==> src/iop_pkg.sv <==
package iop_pkg;
    // Register offsets within one port's window
    localparam logic [7:0] OFS_DATA_IN = 8'h00;
    localparam logic [7:0] OFS_MODE = 8'h02;
    localparam logic [7:0] OFS_DATA_OUT = 8'h04;
    localparam logic [7:0] OFS_DIR = 8'h06;
    localparam logic [7:0] OFS_DRIVE = 8'h08;
    localparam logic [7:0] OFS_IMC = 8'h0a;
    localparam logic [7:0] OFS_ENABLE = 8'h0c;
    localparam logic [7:0] OFS_OMC = 8'h20;
    localparam logic [7:0] OFS_MASK = 8'h22;
    // Port select bits, port index = {addr[4], addr[0]}
    localparam logic [7:0] PORT_SEL = 8'h11;
    localparam logic [1:0] PORT_A = 2'h0;
    localparam logic [1:0] PORT_B = 2'h1;
    localparam logic [1:0] PORT_C = 2'h2;
    localparam logic [1:0] PORT_D = 2'h3;
    localparam logic [7:0] RESET_VAL = 8'h00;
    // Per port bit masks, index 3 is port D
    localparam logic [3:0][7:0] PIN_MASK = {8'h07, 8'hff, 8'hff, 8'hff};
    localparam logic [3:0][7:0] MODE_MASK = {8'h00, 8'h00, 8'hff, 8'hff};
    localparam logic [3:0][7:0] SLEW_MASK = {8'h07, 8'h00, 8'h0f, 8'h0f};
    localparam logic [3:0][7:0] OD_MASK = {8'h00, 8'hff, 8'hf0, 8'hf0};
    localparam logic [3:0][7:0] MC_MASK = {8'h00, 8'hff, 8'hff, 8'hff};
    localparam int PIN_C_BATT = 4;
    localparam int PIN_C_DBE = 7;
endpackage : iop_pkg

==> src/iop_port_regs.sv <==
`timescale 1ns/10ps
// Notes on behaviour
// - Ports A and B: mode bit 0 is MCU I/O, 1 is latched address out.
// - Mode, direction and drive registers reset to zero.
// - Bit n of every port register governs pin n of that port.
// - Direction 1 makes an output, 0 an input; input after reset.
// - Ports A, B, C drive when direction bit or PLD enable is 1.
// - Port D direction holds only its three low bits.
// - Open-drain bits: 1 is open drain, 0 push-pull (default).
// - Slew bits: 1 is fast slew, 0 slow slew (default).
// - Ports A and B: drive bits 3..0 slew, bits 7..4 open drain.
// - Port C drive bits all open drain; port D bits 2..0 slew.
// - Data-in read returns pin levels after the two-flop synchroniser.
// - Data-out stores writes, drives enabled pins, reads back.
// - Output macrocell read returns cells; write loads unmasked cells.
// - Mask bit 1 blocks MCU loads of its macrocell; resets to 0.
// - Input macrocells store pins, feed PLD bus, read by MCU.
// - Enable status reads 1 for enabled pin, 0 for disabled; port D reads 0.
// - Ports C and D have no mode register nor address out.
// - MCU reaches registers by plain bus cycles at fixed offsets.
// - Port C pins may carry the serial test/programming port.
// - Group AB routes to ports A or B, group BC to B or C.
// - Pin C7 may be byte-enable input; C4 a battery indicator.
module iop_port_regs (
    input wire logic mclk,
    input wire logic reset,
    input wire logic io_register_block_select,
    input wire logic [7:0] bus_addr,
    input wire logic bus_wr,
    input wire logic bus_rd,
    input wire logic [7:0] bus_wdata,
    output logic [7:0] bus_rdata,
    input wire logic [7:0] port_a_pin_in,
    input wire logic [7:0] port_b_pin_in,
    input wire logic [7:0] port_c_pin_in,
    input wire logic [2:0] port_d_pin_in,
    output logic [7:0] port_a_pin_out,
    output logic [7:0] port_b_pin_out,
    output logic [7:0] port_c_pin_out,
    output logic [2:0] port_d_pin_out,
    output logic [7:0] port_a_pin_oe,
    output logic [7:0] port_b_pin_oe,
    output logic [7:0] port_c_pin_oe,
    output logic [2:0] port_d_pin_oe,
    output logic [7:0] port_a_fast_slew,
    output logic [7:0] port_b_fast_slew,
    output logic [2:0] port_d_fast_slew,
    input wire logic [7:0] pld_oe_a,
    input wire logic [7:0] pld_oe_b,
    input wire logic [7:0] pld_oe_c,
    input wire logic [2:0] pld_oe_d,
    input wire logic [7:0] lat_addr_a,
    input wire logic [7:0] lat_addr_b,
    input wire logic [7:0] pld_ab_next,
    input wire logic pld_ab_load,
    input wire logic [7:0] pld_bc_next,
    input wire logic pld_bc_load,
    input wire logic [7:0] route_ab_to_a,
    input wire logic [7:0] route_ab_to_b,
    input wire logic [7:0] route_bc_to_b,
    input wire logic [7:0] route_bc_to_c,
    input wire logic imc_latch_en,
    output logic [23:0] input_macrocell_bus,
    output logic [7:0] macrocell_group_ab,
    output logic [7:0] macrocell_group_bc,
    input wire logic jtag_enable,
    input wire logic [7:0] jtag_out,
    input wire logic [7:0] jtag_oe,
    output logic [7:0] jtag_in,
    input wire logic dbe_enable,
    output logic port_c_pin_seven,
    input wire logic batt_ind_enable,
    input wire logic supply_below_battery
);
    logic [3:0][7:0] pin_raw;
    logic [3:0][7:0] sync1_r;
    logic [3:0][7:0] sync2_r;
    logic [3:0][7:0] mode_r;
    logic [3:0][7:0] dir_r;
    logic [3:0][7:0] drive_r;
    logic [3:0][7:0] dout_r;
    logic [3:0][7:0] imc_r;
    logic [3:0][7:0] pld_oe;
    logic [3:0][7:0] lat_addr;
    logic [3:0][7:0] en_r;
    logic [3:0][7:0] out_r;
    logic [3:0][7:0] oe_r;
    logic [3:0][7:0] fast_r;
    logic [7:0] mcell_ab_r;
    logic [7:0] mcell_bc_r;
    logic [7:0] mask_ab_r;
    logic [7:0] mask_bc_r;
    logic [7:0] rdata_nxt;
    logic [7:0] rdata_r;
    logic dbe_r;
    logic wr;
    logic rd;
    logic [1:0] aport;
    logic [7:0] aofs;
    logic wr_omc_a;
    logic wr_omc_bc;
    logic [7:0] ld_ab;
    logic [7:0] ld_bc;

    assign pin_raw = {5'h00, port_d_pin_in, port_c_pin_in,
        port_b_pin_in, port_a_pin_in};
    assign pld_oe = {5'h00, pld_oe_d, pld_oe_c, pld_oe_b, pld_oe_a};
    assign lat_addr = {8'h00, 8'h00, lat_addr_b, lat_addr_a};

    // Address decode inside the I/O register block
    assign wr = io_register_block_select & bus_wr;
    assign rd = io_register_block_select & bus_rd;
    assign aport = {bus_addr[4], bus_addr[0]};
    assign aofs = bus_addr & ~iop_pkg::PORT_SEL;
    assign wr_omc_a = wr && aofs == iop_pkg::OFS_OMC
        && aport == iop_pkg::PORT_A;
    assign wr_omc_bc = wr && aofs == iop_pkg::OFS_OMC
        && (aport == iop_pkg::PORT_B || aport == iop_pkg::PORT_C);
    assign ld_ab = {8{wr_omc_a}} & ~mask_ab_r;
    assign ld_bc = {8{wr_omc_bc}} & ~mask_bc_r;

    always_ff @(posedge mclk or posedge reset)
    begin
        if (reset)
        begin
            sync1_r <= '0;
            sync2_r <= '0;
        end
        else
        begin
            sync1_r <= pin_raw;
            sync2_r <= sync1_r;
        end
    end

    genvar p;
    genvar b;
    generate
        for (p = 0; p < 4; p++)
        begin : g_port
            always_ff @(posedge mclk or posedge reset)
            begin
                if (reset)
                begin
                    mode_r[p] <= iop_pkg::RESET_VAL;
                    dir_r[p] <= iop_pkg::RESET_VAL;
                    drive_r[p] <= iop_pkg::RESET_VAL;
                    dout_r[p] <= iop_pkg::RESET_VAL;
                end
                else if (wr && aport == 2'(p))
                begin
                    case (aofs)
                        iop_pkg::OFS_MODE:
                            mode_r[p] <= bus_wdata
                                & iop_pkg::MODE_MASK[p];
                        iop_pkg::OFS_DIR:
                            dir_r[p] <= bus_wdata
                                & iop_pkg::PIN_MASK[p];
                        iop_pkg::OFS_DRIVE:
                            drive_r[p] <= bus_wdata
                                & (iop_pkg::SLEW_MASK[p]
                                | iop_pkg::OD_MASK[p]);
                        iop_pkg::OFS_DATA_OUT:
                            dout_r[p] <= bus_wdata
                                & iop_pkg::PIN_MASK[p];
                        default:
                            dout_r[p] <= dout_r[p];
                    endcase
                end
            end

            // Input macrocells follow pins while enabled, else hold
            always_ff @(posedge mclk or posedge reset)
            begin
                if (reset)
                    imc_r[p] <= '0;
                else if (imc_latch_en)
                    imc_r[p] <= sync2_r[p] & iop_pkg::MC_MASK[p];
            end

            for (b = 0; b < 8; b++)
            begin : g_pin
                logic mc_sel;
                logic mc_val;
                logic src;
                logic en;
                logic od;
                always_comb
                begin
                    mc_sel = 1'b0;
                    mc_val = 1'b0;
                    case (p)
                        0:
                        begin
                            mc_sel = route_ab_to_a[b];
                            mc_val = mcell_ab_r[b];
                        end
                        1:
                        begin
                            mc_sel = route_ab_to_b[b] | route_bc_to_b[b];
                            mc_val = route_ab_to_b[b] ? mcell_ab_r[b]
                                : mcell_bc_r[b];
                        end
                        2:
                        begin
                            mc_sel = route_bc_to_c[b];
                            mc_val = mcell_bc_r[b];
                        end
                        default:
                        begin
                            mc_sel = 1'b0;
                            mc_val = 1'b0;
                        end
                    endcase
                    if (mode_r[p][b])
                        src = lat_addr[p][b];
                    else if (mc_sel)
                        src = mc_val;
                    else
                        src = dout_r[p][b];
                    en = dir_r[p][b] | pld_oe[p][b];
                    od = drive_r[p][b] & iop_pkg::OD_MASK[p][b];
                    if (p == 2 && jtag_enable)
                    begin
                        src = jtag_out[b];
                        en = jtag_oe[b];
                        od = 1'b0;
                    end
                    else if (p == 2 && b == iop_pkg::PIN_C_BATT
                        && batt_ind_enable)
                    begin
                        src = supply_below_battery;
                        en = 1'b1;
                    end
                    en = en & iop_pkg::PIN_MASK[p][b];
                end

                // Pin drivers, one per bit of the port
                always_ff @(posedge mclk or posedge reset)
                begin
                    if (reset)
                    begin
                        en_r[p][b] <= 1'b0;
                        oe_r[p][b] <= 1'b0;
                        out_r[p][b] <= 1'b0;
                        fast_r[p][b] <= 1'b0;
                    end
                    else
                    begin
                        en_r[p][b] <= en;
                        oe_r[p][b] <= en & ~(od & src);
                        out_r[p][b] <= src & ~od;
                        fast_r[p][b] <= drive_r[p][b]
                            & iop_pkg::SLEW_MASK[p][b];
                    end
                end
            end
        end
    endgenerate

    // Output macrocell flip-flops: MCU load beats PLD load
    always_ff @(posedge mclk or posedge reset)
    begin
        if (reset)
        begin
            mcell_ab_r <= '0;
            mcell_bc_r <= '0;
        end
        else
        begin
            mcell_ab_r <= (ld_ab & bus_wdata) | (~ld_ab
                & (pld_ab_load ? pld_ab_next : mcell_ab_r));
            mcell_bc_r <= (ld_bc & bus_wdata) | (~ld_bc
                & (pld_bc_load ? pld_bc_next : mcell_bc_r));
        end
    end

    always_ff @(posedge mclk or posedge reset)
    begin
        if (reset)
        begin
            mask_ab_r <= iop_pkg::RESET_VAL;
            mask_bc_r <= iop_pkg::RESET_VAL;
        end
        else if (wr && aofs == iop_pkg::OFS_MASK)
        begin
            if (aport == iop_pkg::PORT_A)
                mask_ab_r <= bus_wdata;
            else if (aport != iop_pkg::PORT_D)
                mask_bc_r <= bus_wdata;
        end
    end

    always_comb
    begin
        rdata_nxt = '0;
        case (aofs)
            iop_pkg::OFS_DATA_IN:
                rdata_nxt = sync2_r[aport];
            iop_pkg::OFS_MODE:
                rdata_nxt = mode_r[aport];
            iop_pkg::OFS_DIR:
                rdata_nxt = dir_r[aport];
            iop_pkg::OFS_DRIVE:
                rdata_nxt = drive_r[aport];
            iop_pkg::OFS_DATA_OUT:
                rdata_nxt = dout_r[aport];
            iop_pkg::OFS_IMC:
                rdata_nxt = imc_r[aport];
            iop_pkg::OFS_ENABLE:
                rdata_nxt = en_r[aport]
                    & iop_pkg::MC_MASK[aport];
            iop_pkg::OFS_OMC:
                rdata_nxt = aport == iop_pkg::PORT_A ? mcell_ab_r
                    : aport == iop_pkg::PORT_D ? 8'h00
                    : mcell_bc_r;
            iop_pkg::OFS_MASK:
                rdata_nxt = aport == iop_pkg::PORT_A ? mask_ab_r
                    : aport == iop_pkg::PORT_D ? 8'h00 : mask_bc_r;
            default:
                rdata_nxt = '0;
        endcase
    end

    always_ff @(posedge mclk or posedge reset)
    begin
        if (reset)
            rdata_r <= '0;
        else if (rd)
            rdata_r <= rdata_nxt;
    end

    always_ff @(posedge mclk or posedge reset)
    begin
        if (reset)
            dbe_r <= 1'b0;
        else
            dbe_r <= dbe_enable
                & sync2_r[iop_pkg::PORT_C][iop_pkg::PIN_C_DBE];
    end

    assign bus_rdata = rdata_r;
    assign port_a_pin_out = out_r[0];
    assign port_b_pin_out = out_r[1];
    assign port_c_pin_out = out_r[2];
    assign port_d_pin_out = out_r[3][2:0];
    assign port_a_pin_oe = oe_r[0];
    assign port_b_pin_oe = oe_r[1];
    assign port_c_pin_oe = oe_r[2];
    assign port_d_pin_oe = oe_r[3][2:0];
    assign port_a_fast_slew = fast_r[0];
    assign port_b_fast_slew = fast_r[1];
    assign port_d_fast_slew = fast_r[3][2:0];
    assign input_macrocell_bus = {imc_r[2], imc_r[1], imc_r[0]};
    assign macrocell_group_ab = mcell_ab_r;
    assign macrocell_group_bc = mcell_bc_r;
    assign jtag_in = imc_r[2];
    assign port_c_pin_seven = dbe_r;
endmodule : iop_port_regs

==> config.mk <==
export PLATFORM = sky130hd
export DESIGN_NAME = iop_port_regs
export DESIGN_NICKNAME = d
export VERILOG_FILES = /design/src/iop_pkg.sv /design/src/iop_port_regs.sv
export SDC_FILE = /design/constraint.sdc
export NUM_CORES = 1
export LEC_CHECK = 0
export BUFFER_PORTS_ARGS = -buffer_cell sky130_fd_sc_hd__clkbuf_2
export CORE_MARGIN = 2
export CORE_UTILIZATION = 55
export CTS_BUF_LIST = sky130_fd_sc_hd__clkbuf_8
export CTS_CLUSTER_DIAMETER = 80
export DETAILED_ROUTE_END_ITERATION = 12
export GPL_TIMING_DRIVEN = 0
export PLACE_DENSITY = 0.81
export SYNTH_ARGS = -nofsm -noshare
export SYNTH_HDL_FRONTEND = slang
export SYNTH_SLANG_ARGS = --single-unit
==> constraint.sdc <==
create_clock -name mclk -period 25.2 [get_ports mclk]
set_clock_uncertainty 0.05 [all_clocks]
set_input_delay 1.26 -clock mclk [delete_from_list [all_inputs] [get_ports mclk]]
set_output_delay 1.26 -clock mclk [all_outputs]
set_load 0.005 [all_outputs]
* Word level (Yosys, flattened, before mapping)
Cells that the tools add are included. Widths: inputs -> output; s select.
Word-level totals: flip-flop bits (word level) 297, input port bits 162, logic and storage cells 381
Cells by class: magnitude comparators 1, equality and inequality tests 12, multiplexer cells 97, bitwise logic cells 132, reductions and logical operators 27
Operators by type and width (count):
- $bmux 8 s2 | 8
- $mux 8 | 14
- $mux 1 | 74
- $pmux 8 s9 | 1
- $and 8x8->8 | 7
- $and 1x1->1 | 51
- $or 1x1->1 | 35
- $not 1->1 | 33
- $not 8->8 | 4
- $reduce_and 2->1 | 15
- $eq 6x3->1 const B | 3
- $or 8x8->8 | 2
- $eq 6x2->1 const B | 2
- $eq 6x4->1 const B | 2
- $logic_and 1x1->1 | 8
- $logic_not 8->1 | 1
- $eq 6x1->1 const B | 1
- $eq 2x2->1 const B | 2
- $lt 2x3->1 const B | 1
- $reduce_and 3->1 | 1
- $eq 2x1->1 const B | 1
- $logic_not 2->1 | 1
- $ne 2x2->1 const B | 1
- $logic_or 1x1->1 | 1

* Logic depth before layout (Yosys ltp)
Gate-level depths: netlist of the first run.
word-level depth 7, mapped depth 12

* Least setup slack after synthesis of the first run
OpenSTA, ideal clock, no wires.
path type input port to flip-flop, start input port bus_addr[4], end register rdata_r[2] (netlist: bus_rdata[2]), library setup time 0.082 ns, data arrival time 3.515 ns, setup slack 21.553 ns, stages 12, path buffers 5, cell sequence clkbuf_1 -> buf_2 -> buf_2 -> inv_1 -> ha_1 -> clkbuf_1 -> nor2_1 -> clkbuf_1 -> a22oi_1 -> o22ai_1 -> a211oi_1 -> a31oi_1
On the way: longest elaborated chain between the ends 4
RTL lines:
- start: declaration | line iop_port_regs.sv:28 | input wire logic [7:0] bus_addr,
- $bmux 8 s2, or another cell as far along | line iop_port_regs.sv:311 | rdata_nxt = en_r[aport]
- $mux 8, on equally long branches
- $and 8x8->8, or another cell as far along | line iop_port_regs.sv:312 | & iop_pkg::MC_MASK[aport];
- $pmux 8 s9 * | line iop_port_regs.sv:297 | case (aofs)
- end signal: assignment | line iop_port_regs.sv:330 | rdata_r <= rdata_nxt;
- end: declaration | line iop_port_regs.sv:94 | logic [7:0] rdata_r;
Mark *: on every way between the ends. The rest lies on a longest branch, timed or not. The select of a mux whose other input is x is not followed. A chain may end at the register's enable or synchronous reset.

* Final worst setup path of the first run
start input port bus_addr[0], end register rdata_r[2] (netlist: bus_rdata[2])
The elaborated chain is that of the path after synthesis.

==> out/qor.txt, run 1 <==
Power density cells -> 66.7 mW/mm²
Final antenna-violating net count -> 0
Max-slew violation count -> 0
Synthesis Warnings -> 0
Sequential area share after synthesis -> 58.0%
Critical path class -> in2reg
CTS sink count -> 297
CP max-delay cell -> clkbuf_1
Synth Area in Adders -> 0.489%
WL/cell -> 23.9 µm
Post-synthesis compound-gate area fraction -> 10.0%
Vias per cell -> 5.86
Final wirelength -> 39600 µm
Post-Syn Area -> 0.0128 mm²
R2R depth -> 4
Final GP Congestion -> 0.949
Peak VDD IR -> 40.7 µV
Die height -> 157 µm
Cts bufs inserted -> 48
Synth Instances -> 972
Fill cell count -> 1640
Hold_sp -> sync1_r[13]
Area Growth Syn to Fin -> 22.2%
Multiplexer share of the synthesized area -> 20.9%
Cell variety after synth -> 52
Post-route cell area -> 0.0157 mm²
Met1 Resource Use GR -> 41.2%
Hold Crit Class -> reg2reg
Worst-Skew Late Latency -> 0.56 ns
Worst path bufs/invs -> 6
Vias in the first global route -> 9941
Final hold vios -> 0
Xor/xnor share of the synthesized area -> 0%
Critical path required time -> 25.62 ns
Post-synth top area share -> 58.0%
Cell with the most instances after synthesis -> dfrtp_1
Top Usage Layer GRT -> met2
DP Area -> 0.0147 mm²
Setup crit start kind -> input pin
Htree depth -> 2
Setup_tns -> 0 ns
Core Util, Final -> 68.7%
Worst hold stages -> 0
Via count -> 9727
EDFF count, synth -> 0
Full die area -> 0.0245 mm²
Slew @ Worst Pin -> 1.33 ns
Final nets -> 1474
Main synth FF type -> dfrtp_1
Most frequent CP cell -> clkbuf_1
Final setup vio count -> 0
Starting Density -> 56.2%
Met2 Use GR -> 52.4%
Asr flop ratio synth -> 100%
Final Cycle Share -> 19.3%
Initial drt markers -> 768
Hold-fix buffers, CTS -> 0
Yosys top cell by area -> dfrtp_1
CTS tree -> done
Register bit total from synthesis -> 297
Main combinational cell family by area after synthesis -> multiplexers
HPWL Detailed -> 28000 µm
Crit path time final -> 4.86 ns
Postcts setup bufs -> 0
Max clock buf depth -> 3
Chip width -> 157 µm
Reg-to-reg startpoint -> sync2_r[16]
Root Driver -> clkbuf_8
First-pass DRT Iterations -> 5
Std cell rows -> 55
Mean post-synth cell area -> 13.2 µm²
Largest net degree at the start of global routing -> 118
Rel. slew slack -> 11.0%
Synthesized-area fraction occupied by and/or/nand/nor cells -> 7.22%
Maximum fanout along the worst path -> 10
Crit-path cells -> clkbuf_2, buf_2, clkbuf_1, inv_1, ha_1, clkbuf_1, nor2_1, clkbuf_1, a22oi_1, o22ai_1, a211oi_1, a31oi_1
WHS Endpoint -> sync2_r[13]
Overall Global Routing Usage -> 32.3%
M3 GR Usage -> 8.17%
Core ar. -> 0.0228 mm²
Arrival time of the worst setup path -> 5.29 ns
Gr ovfl total -> 0
First-pass GRT wire length -> 57900 µm
Buffers on Ports -> 276
Nature of the critical path endpoint -> register
Leak Pwr -> 0.00772 µW
Crit-path max cell delay -> 0.87 ns
Initial antenna violation count -> 4
F_max -> 206 MHz
Top Ports -> 292
Synth cell count leaders -> 297 x dfrtp_1, 146 x mux2_2, 68 x mux2i_1
Status -> finished clean
R2R Path End -> bus_rdata[0]
Layout cell share with drive strength beyond 1 -> 43.4%
RSZ-0062 raised after global routing -> no
CP delay by family, top -> buffers and inverters
Hold Slack -> 0.296 ns
Synth top area cells -> dfrtp_1 58%, mux2_2 13%, mux2i_1 5.3%, mux4_2 2.6%, o21ai_0 2.2%
Reg-to-reg setup timing slack -> 23.53 ns
# Max-Cap Violations -> 0
Clock transition at path regs -> 0.07 ns
Post-CTS Resized -> 0
DRC -> 0
==> layer usage <==
metal	vias up	wire, µm
li1	4203	-
met1	4817	15200
met2	573	18900
met3	134	3690
met4	0	1830
met5	-	0
==> placed cells by master (no fill, tap or decap), types with 10 or more instances in the layout <==
master | synthesis | final
o31a_1 | 16 | 16
or2_2 | 20 | 20
buf_2 | 17 | 17
mux4_2 | 15 | 15
mux2i_1 | 68 | 68
mux2_2 | 146 | 146
clkbuf_1 | 32 | 32
buf_4 | 27 | 27
nand2_1 | 49 | 49
dfrtp_1 | 297 | 297
a22oi_1 | 20 | 20
clkbuf_2 | 0 | 276
inv_1 | 3 | 16
o21ai_0 | 56 | 56
a221oi_1 | 10 | 10
a22o_1 | 17 | 17
clkbuf_8 | 0 | 64
nor2b_1 | 17 | 17
nor2_1 | 35 | 35
a21oi_1 | 16 | 16
==> how the worst max path moves through the flow <==
stage	to	slack [ns]	from	depth (start not counted)
2_1_floorplan	asynchronous set/reset pin	15.69	reset	1
3_3_place_gp	port_a_pin_out[4]	12.91	reset	2
3_5_place_dp	bus_rdata[2]	19.91	bus_addr[0]	12
4_1_cts	bus_rdata[2]	20.49	bus_addr[0]	12
5_1_grt	bus_rdata[3]	20.24	bus_addr[0]	12
6_report	bus_rdata[2]	20.34	bus_addr[0]	12
==> layout make-up <==
class / instances / area [µm²] / area share (%)
Antenna cell: 4 / 10.0 / 0.0640
Buffer: 78 / 415 / 2.65
Clock buffer: 64 / 881 / 5.63
Clock inverter: 21 / 92.6 / 0.592
Inverter: 3 / 18.8 / 0.120
Multi-Input combinational cell: 601 / 4970 / 31.8
Sequential cell: 297 / 7430 / 47.5
Tap cell: 313 / 392 / 2.50
Timing Repair Buffer: 278 / 1440 / 9.18
==> kinds of logic after synthesis <==
group,after synthesis
adders and majority gates,5
buffers and inverters,81
muxes,230
DFF,297
and+or+nand+nor,170
other,1
AOI/OAI and AO/OA,188
==> sequential cells by signal, summed over array words and instances, names as in the netlist, 8 cells and up, named ones only <==
register,flops
bus_rdata,8
en_r,16
dout_r,27
mask_ab_r,8
sync2_r,27
mask_bc_r,8
mode_r,16
port_b_pin_oe,8
port_b_pin_out,8
sync1_r,27
dir_r,27
port_a_pin_oe,8
port_c_pin_out,8
input_macrocell_bus,16
drive_r,27
jtag_in,8
port_c_pin_oe,8
port_a_pin_out,8
==> where the power goes <==
part	switching [µW]	leakage (µW)	internal (µW)
sequential	18.9	0.00379	501
combinational	59.0	0.00338	51.3
clock	188	0.000555	226
==> per-stage QoR <==
| step | total power (µW) | std cells | worst slack, ns |
|---|---|---|---|
| finish | 1040 | 1659 | 20.34 |
| global route | 1080 | 1657 | 20.24 |
| CTS | 1050 | 1655 | 20.49 |
| detailed placement | 638 | 1570 | 19.91 |
| global placement | 633 | 1568 | 12.91 |
| floorplan | 582 | 979 | 15.69 |
Power figures use the tool's default switching activity.
==> run 2, diff against run 1 <==
--- a/config.mk
+++ b/config.mk
@@ -5,6 +5,7 @@
 export SDC_FILE = /design/constraint.sdc
 export NUM_CORES = 1
 export LEC_CHECK = 0
+export ABC_AREA = 1
 export BUFFER_PORTS_ARGS = -buffer_cell sky130_fd_sc_hd__clkbuf_2
 export CORE_MARGIN = 2
 export CORE_UTILIZATION = 55
==> constraint.sdc (replaced) <==
create_clock -name mclk -period 4.6 [get_ports mclk]
set_clock_uncertainty 0.05 [all_clocks]
set_input_delay 0.23 -clock mclk [delete_from_list [all_inputs] [get_ports mclk]]
set_output_delay 0.23 -clock mclk [all_outputs]
set_load 0.005 [all_outputs]
==> run 2 against run 1 <==
Net effect: cell area is 12% higher; sequential share of layout area fell by 4.9 points; non-clock buffer count rose by 131; global-route usage up 5.9 points; total power increased to 5.6 times the previous value; die area is 4.8% higher; clock power increased to 5.4 times the previous value; register-to-register slack worse by 21 ns; cell count is 48% higher; area after synthesis grew 4.9%; via count up 35%; setup slack lost 18 ns; critical endpoint is now bus_rdata[7]; largest cell class unchanged; largest power group unchanged.
==> out/qor.txt, run 2 <==
Status -> finished clean (unchanged)
Post-CTS Resized -> 0 (unchanged)
Setup_tns -> 0 ns (unchanged)
Power density cells -> 336 mW/mm² (was 66.7 mW/mm²)
Top Ports -> 292 (unchanged)
Chip width -> 160 µm (was 157 µm)
Rel. slew slack -> 28.1% (was 11.0%)
Most frequent CP cell -> nand2_1 (was clkbuf_1)
F_max -> 437 MHz
Vias per cell -> 5.34 (was 5.86)
Root Driver -> clkbuf_8 (unchanged)
Dpl ws -> 1.80 ns (was 19.91 ns)
Register area -> 0.00743 mm² (unchanged)
WL/cell -> 19.9 µm (was 23.9 µm)
First-pass GRT wire length -> 73900 µm (was 57900 µm)
Core ar. -> 0.0242 mm² (was 0.0228 mm²)
Register bit total from synthesis -> 297 (unchanged)
Worst hold stages -> 5 (was 0)
Final Cycle Share -> 49.8%
Critical path class -> in2reg (unchanged)
Core Util, Final -> 72.2% (was 68.7%)
Hold-fix buffers, CTS -> 110 (was 0)
Fill cell count -> 1854 (was 1640)
Full die area -> 0.0257 mm² (was 0.0245 mm²)
CP max-delay cell -> nor2_1 (was clkbuf_1)
Cell with the most instances after synthesis -> nand2_1 (was dfrtp_1)
Initial antenna violation count -> 1 (was 4)
Max clock buf depth -> 3 (unchanged)
CTS sink count -> 297 (unchanged)
Synth cell count leaders -> 613 x nand2_1, 297 x dfrtp_1, 203 x o21ai_0 (was 297 x dfrtp_1, 146 x mux2_2, 68 x mux2i_1)
Std cell rows -> 57 (was 55)
Final setup vio count -> 0 (unchanged)
Postcts setup bufs -> 0 (unchanged)
Area Growth Syn to Fin -> 30.0% (was 22.2%)
Initial drt markers -> 1275 (was 768)
Setup crit start kind -> input pin (unchanged)
Yosys top cell by area -> dfrtp_1 (unchanged)
Leak Pwr -> 0.00926 µW (was 0.00772 µW)
Final antenna-violating net count -> 0 (unchanged)
R2R depth -> 5 (was 4)
Largest net degree at the start of global routing -> 46 (was 118)
Hold Slack -> 0.0138 ns (was 0.296 ns)
Dpl cells -> 2251 (was 1570)
Finished Layout Cells -> 2450 (was 1659)
HPWL Detailed -> 35000 µm (was 28000 µm)
Sequential area share after synthesis -> 55.3% (was 58.0%)
Footprint of the multi-input gates -> 0.00488 mm² (was 0.00497 mm²)
Nature of the critical path endpoint -> register (unchanged)
Most common cell after layout, fill and taps aside -> nand2_1 (was dfrtp_1)
Post-synth top area share -> 55.3% (was 58.0%)
Die height -> 160 µm (was 157 µm)
Cell variety after synth -> 31 (was 52)
Reg-to-reg setup timing slack -> 2.89 ns (was 23.53 ns)
Synth top area cells -> dfrtp_1 55%, nand2_1 17%, o21ai_0 7.6%, inv_1 4.5%, nor2_1 2.2% (was dfrtp_1 58%, mux2_2 13%, mux2i_1 5.3%, mux4_2 2.6%, o21ai_0 2.2%)
R2R Path End -> port_c_pin_oe[1] (was bus_rdata[0])
Crit path time final -> 2.29 ns
Synth Instances -> 1632 (was 972)
Clock transition at path regs -> 0.06 ns (was 0.07 ns)
Final wirelength -> 48700 µm (was 39600 µm)
Final hold vios -> 0 (unchanged)
Peak VDD IR -> 215 µV (was 40.7 µV)
Starting Density -> 55.6% (was 56.2%)
Htree depth -> 2 (unchanged)
Hold_sp -> pld_ab_next[7] (was sync1_r[13])
Cts bufs inserted -> 48 (unchanged)
RSZ-0062 raised after global routing -> no (unchanged)
Crit-path cells -> clkbuf_2, buf_4, inv_2, buf_2, buf_4, ha_1, nor2_1, buf_2, nand2_1, o21ai_0, nand2_1, nand3_1, nor2_1, nand2_1, nand2_1, nand2_1 (was clkbuf_2, buf_2, clkbuf_1, inv_1, ha_1, clkbuf_1, nor2_1, clkbuf_1, a22oi_1, o22ai_1, a211oi_1, a31oi_1)
EDFF count, synth -> 0 (unchanged)
Main synth FF type -> dfrtp_1 (unchanged)
CTS tree -> done (unchanged)
Post-Syn Area -> 0.0134 mm² (was 0.0128 mm²)
Overall Global Routing Usage -> 38.2% (was 32.3%)
Slew @ Worst Pin -> 1.08 ns (was 1.33 ns)
First-pass DRT Iterations -> 5 (unchanged)
DRC -> 0 (unchanged)
Mean post-synth cell area -> 8.23 µm² (was 13.2 µm²)
Gr ovfl total -> 0 (unchanged)
Final nets -> 2254 (was 1474)
Reg-to-reg startpoint -> dir_r[17] (was sync2_r[16])
Layout cell share with drive strength beyond 1 -> 23.0% (was 43.4%)
Maximum fanout along the worst path -> 11 (was 10)
Arrival time of the worst setup path -> 2.73 ns (was 5.29 ns)
Worst-Skew Late Latency -> 0.57 ns (was 0.56 ns)
Vias in the first global route -> 13000 (was 9941)
Asr flop ratio synth -> 100% (unchanged)
Final GP Congestion -> 0.985 (was 0.949)
Crit-path max cell delay -> 0.43 ns (was 0.87 ns)
Critical path required time -> 5.04 ns (was 25.62 ns)
Post-route setup slack -> 2.31 ns (was 20.34 ns)
Max-slew violation count -> 0 (unchanged)
Buffers on Ports -> 281 (was 276)
Most frequent cells in the layout -> 613 x nand2_1, 297 x dfrtp_1, 281 x clkbuf_2, 203 x o21ai_0, 182 x inv_1 (was 297 x dfrtp_1, 276 x clkbuf_2, 146 x mux2_2, 68 x mux2i_1, 64 x clkbuf_8)
Hold Crit Class -> in2reg (was reg2reg)
Synthesis Warnings -> 0 (unchanged)
Via count -> 13100 (was 9727)
# Max-Cap Violations -> 0 (unchanged)
run 2: cell count changes after synthesis, sizes merged, moves of 16 or more:
cell   before  now
buf        46   66
a22oi      20    0
inv         3  165
nand3       6   48
o21ai      56  255
mux2i      68    0
nor2       35   90
o31a       16    0
nor2b      17    0
a22o       17    0
mux2      147    4
nand2      51  626
run 2: cell type report:
| class | count | share of cell area [%] |
|---|---|---|
| sequential | 297 | 42.6 |
| multi-input combinational | 1088 | 27.9 |
| timing repair buffer | 398 | 15.2 |
| clock buffer | 57 | 4.49 |
| inverter | 165 | 3.58 |
| buffer | 89 | 3.03 |
| tap | 324 | 2.32 |
| clock inverter | 31 | 0.896 |
| antenna | 1 | 0.0143 |
run 2: worst max-delay path, delay by kind of cell:
family                     cells  cell delay [ns]
buffers and inverters          6             1.17
AOI/OAI and AO/OA              1             0.08
adders and majority gates      1             0.23
and+or+nand+nor                8             1.01
run 2: metrics by stage:
stage                     area [µm²]  total power, µW
after global routing           17500             6070
final                          17500             5860
after CTS                      17500             5830
after floorplan                13500             3200
after detailed placement       15400             3550
after global placement         15300             3520
run 2: report_power, final:
group	internal, µW	switching (µW)
clock network	1180	1070
registers	2740	97.3
logic	317	455
total	4240	1620
run 2: cells by family (layout without fill, tap and decap cells):
group           count (synthesis)  count (layout)  share of synthesized area (%)
compound gates                280             280                           10.9
buf+inv                       254             740                           8.57
other cells                     1               9                         0.0279
flops                         297             297                           55.3
simple gates                  791             791                           24.4
mux                             4               4                          0.335
fa+ha+maj                       5               5                          0.466
run 2: routing by layer:
| metal | track usage, % | vias up | routed length (µm) |
|---|---|---|---|
| met5 | 0 | - | 16 |
| met4 | 18.0 | 2 | 2410 |
| met3 | 8.44 | 157 | 4490 |
| met2 | 60.5 | 753 | 22400 |
| met1 | 50.6 | 6198 | 19400 |
| li1 | - | 5979 | - |
run 2: worst max path at each step:
stage                 from  slack, ns  cells past startpoint                          to
4_1_cts        bus_addr[4]       2.38                     16                bus_rdata[7]
3_5_place_dp   bus_addr[4]       1.80                     16                bus_rdata[7]
2_1_floorplan        reset       0.37                      1  asynchronous set/reset pin
6_report       bus_addr[4]       2.31                     16                bus_rdata[7]
3_3_place_gp         reset      -1.17                      2           port_c_pin_out[2]
5_1_grt        bus_addr[4]       2.16                     16                bus_rdata[5]
==> run 3, diff against run 2 <==
--- a/config.mk
+++ b/config.mk
@@ -5,15 +5,15 @@
 export SDC_FILE = /design/constraint.sdc
 export NUM_CORES = 1
 export LEC_CHECK = 0
-export ABC_AREA = 1
+export ABC_AREA = 0
 export BUFFER_PORTS_ARGS = -buffer_cell sky130_fd_sc_hd__clkbuf_2
 export CORE_MARGIN = 2
-export CORE_UTILIZATION = 55
+export CORE_UTILIZATION = 51
 export CTS_BUF_LIST = sky130_fd_sc_hd__clkbuf_8
 export CTS_CLUSTER_DIAMETER = 80
 export DETAILED_ROUTE_END_ITERATION = 12
 export GPL_TIMING_DRIVEN = 0
-export PLACE_DENSITY = 0.81
+export PLACE_DENSITY = 0.79
 export SYNTH_ARGS = -nofsm -noshare
 export SYNTH_HDL_FRONTEND = slang
 export SYNTH_SLANG_ARGS = --single-unit
==> constraint.sdc (replaced) <==
create_clock -name mclk -period 2 [get_ports mclk]
set_clock_uncertainty 0.05 [all_clocks]
set_input_delay 0.1 -clock mclk [delete_from_list [all_inputs] [get_ports mclk]]
set_output_delay 0.1 -clock mclk [all_outputs]
set_load 0.005 [all_outputs]
==> run 3 against run 2 <==
Net effect: the flow now finishes with violations (setup timing); global-route usage decreased by 5.5 points; cell area decreased by 0.58%; setup slack got worse by 2.4 ns; core utilization decreased by 1.3 points; critical path depth decreased by 11; cell count decreased by 26%.
==> out/qor.txt, run 3 (same netlist as run 1, synthesis figures left out) <==
Final nets -> 1626 (was 2254)
Final hold vios -> 0 (unchanged)
Gr ovfl total -> 0 (unchanged)
Vias in the first global route -> 10900 (was 13000)
Final Cycle Share -> 103%
Finished Layout Cells -> 1821 (was 2450)
Arrival time of the worst setup path -> 2.44 ns (was 2.73 ns)
Combinational share of power -> 12.8% (was 13.2%)
Overall Global Routing Usage -> 32.7% (was 38.2%)
Sequential Power Share -> 48.5% (about the same)
Via count -> 10500 (was 13100)
Pint -> 10000 µW (was 4240 µW)
Peak VDD IR -> 549 µV (was 215 µV)
Total net switching power -> 3480 µW (was 1620 µW)
Initial antenna violation count -> 5 (was 1)
Chip width -> 162 µm (was 160 µm)
Failing checks -> setup timing
Vias per cell -> 5.79 (was 5.34)
Max clock buf depth -> 3 (unchanged)
Worst-Skew Late Latency -> 0.57 ns (about the same)
Area Growth Syn to Fin -> 35.6% (was 30.0%)
Crit-path max cell delay -> 0.61 ns (was 0.43 ns)
CTS tree -> done (unchanged)
Cts bufs inserted -> 49 (was 48)
F_max -> 487 MHz
Rel. slew slack -> 40.2% (was 28.1%)
Maximum fanout along the worst path -> 8 (was 11)
Final setup vio count -> 9 (was 0)
Starting Density -> 52.3% (was 55.6%)
Fill cell count -> 1652 (was 1854)
Die height -> 162 µm (was 160 µm)
Most frequent cells in the layout -> 296 x dfrtp_1, 278 x clkbuf_2, 146 x mux2_2, 142 x dlygate4sd3_1, 68 x mux2i_1 (was 613 x nand2_1, 297 x dfrtp_1, 281 x clkbuf_2, 203 x o21ai_0, 182 x inv_1)
Top Ports -> 292 (unchanged)
Most common cell after layout, fill and taps aside -> dfrtp_1 (was nand2_1)
Switching Share -> 25.7% (was 27.6%)
Nature of the critical path endpoint -> register (unchanged)
Final antenna-violating net count -> 0 (unchanged)
Full die area -> 0.0264 mm² (was 0.0257 mm²)
DRC -> 0 (unchanged)
Root Driver -> clkbuf_8 (unchanged)
Core ar. -> 0.0245 mm² (was 0.0242 mm²)
Std cell rows -> 57 (unchanged)
CP max-delay cell -> or4b_1 (was nor2_1)
Largest net degree at the start of global routing -> 45 (was 46)
First-pass DRT Iterations -> 6 (was 5)
Final wirelength -> 43100 µm (was 48700 µm)
Layout cell share with drive strength beyond 1 -> 40.9% (was 23.0%)
Htree depth -> 2 (unchanged)
Status -> finished, violations left (was finished clean)
HPWL Detailed -> 28800 µm (was 35000 µm)
Post-route setup slack -> -0.0525 ns (was 2.31 ns)
First-pass GRT wire length -> 63500 µm (was 73900 µm)
Hold Crit Class -> in2reg (unchanged)
Final GP Congestion -> 0.912 (was 0.985)
Initial drt markers -> 889 (was 1275)
CP Launch Point -> bus_addr[3] (was bus_addr[4])
Buffers on Ports -> 276 (was 281)
Setup_tns -> -0.279 ns (was 0 ns)
Clock Power Share -> 38.8% (was 38.3%)
Dpl cells -> 1586 (was 2251)
Clock transition at path regs -> 0.06 ns (about the same)
Critical path required time -> 2.38 ns (was 5.04 ns)
# Max-Cap Violations -> 0 (unchanged)
WL/cell -> 23.7 µm (was 19.9 µm)
Slew @ Worst Pin -> 0.892 ns (was 1.08 ns)
Setup crit start kind -> input pin (unchanged)
Leak Pwr -> 0.00852 µW (was 0.00926 µW)
Max-slew violation count -> 0 (unchanged)
Crit-path cells -> clkbuf_2, or4b_1, nor2_1, nand4_1, mux2_2 (was clkbuf_2, buf_4, inv_2, buf_2, buf_4, ha_1, nor2_1, buf_2, nand2_1, o21ai_0, nand2_1, nand3_1, nor2_1, nand2_1, nand2_1, nand2_1)
Power density cells -> 779 mW/mm² (was 336 mW/mm²)
Hold_sp -> route_bc_to_c[2] (was pld_ab_next[7])
Reg-to-reg setup timing slack -> 0.15 ns (was 2.89 ns)
CTS sink count -> 297 (unchanged)
Critical path class -> in2reg (unchanged)
Crit path time final -> 2.05 ns
## run 3: changes by cell type in the layout (fill, tap and decap cells not counted), sizes merged, moves of 55 or more
cell,delta
mux2i,+68
nand2,-575
mux2,+143
inv,-169
o21ai,-199
nor2,-55
## run 3: area by class of cell
cell class	count	area (µm²)	area share (%)
clock inverters	22	91.3	0.526
flip-flops and latches	297	7430	42.8
multi-input cells	601	5050	29.1
inverters	3	18.8	0.108
well taps	324	405	2.34
plain buffers	78	487	2.80
diodes	3	7.51	0.0432
repair buffers	429	2990	17.2
clock buffers	64	881	5.07
## run 3: metrics by stage
stage	setup slack, ns	hold WS [ns]	cell area, µm²	power [µW]	util, %
floorplan	-2.10	0.0814	12900	7340	-
CTS	-0.0361	0.00306	17200	13500	70.5
global placement	-3.68	0.159	14700	8010	59.9
detailed placement	-0.901	0.153	14800	8070	60.5
finish	-0.0525	0.0185	17400	13500	71.0
global route	-0.0892	0.0194	17400	14000	71.0
## run 3: routing by layer
layer  vias to the layer above  routed length [µm]  track usage [%]
li1                       4523                   -                -
met1                      5259               16000             39.8
met2                       629               21200             54.8
met3                       131                4150             9.32
met4                         2                1760             13.8
met5                         -                  13                0
## run 3: power by group through the flow
stage | logic [µW] | registers (µW) | clock network [µW]
2_1_floorplan | 743 | 6600 | 0
3_3_place_gp | 1360 | 6640 | 0
3_5_place_dp | 1420 | 6650 | 0
4_1_cts | 1680 | 6550 | 5290
5_1_grt | 1850 | 6590 | 5610
6_report | 1730 | 6560 | 5250
## run 3: final timing paths
path | to | depth (start not counted)
max in group asynchronous | port_c_pin_oe[7] | 7
hold / removal | port_c_pin_oe[2] | 4
hold reg to reg | sync2_r[1] | 0
min in group asynchronous | port_b_fast_slew[0] | 3
setup / recovery | mask_bc_r[0] | 5
setup reg to reg | port_b_pin_oe[6] | 5
## run 3: what timing repair did
item	CTS	global route
pin swaps	1	2
setup endpoints to repair	103	89
setup buffers	1	3
gates resized for setup	12	22
endpoints found under the hold margin	250	0
hold buffers	142	0
## run 3: worst max-delay path: cells and delay by family
family / cells / cell delay [ns]
buf+inv: 1 / 0.12
mux: 1 / 0.48
simple gates: 3 / 1.73
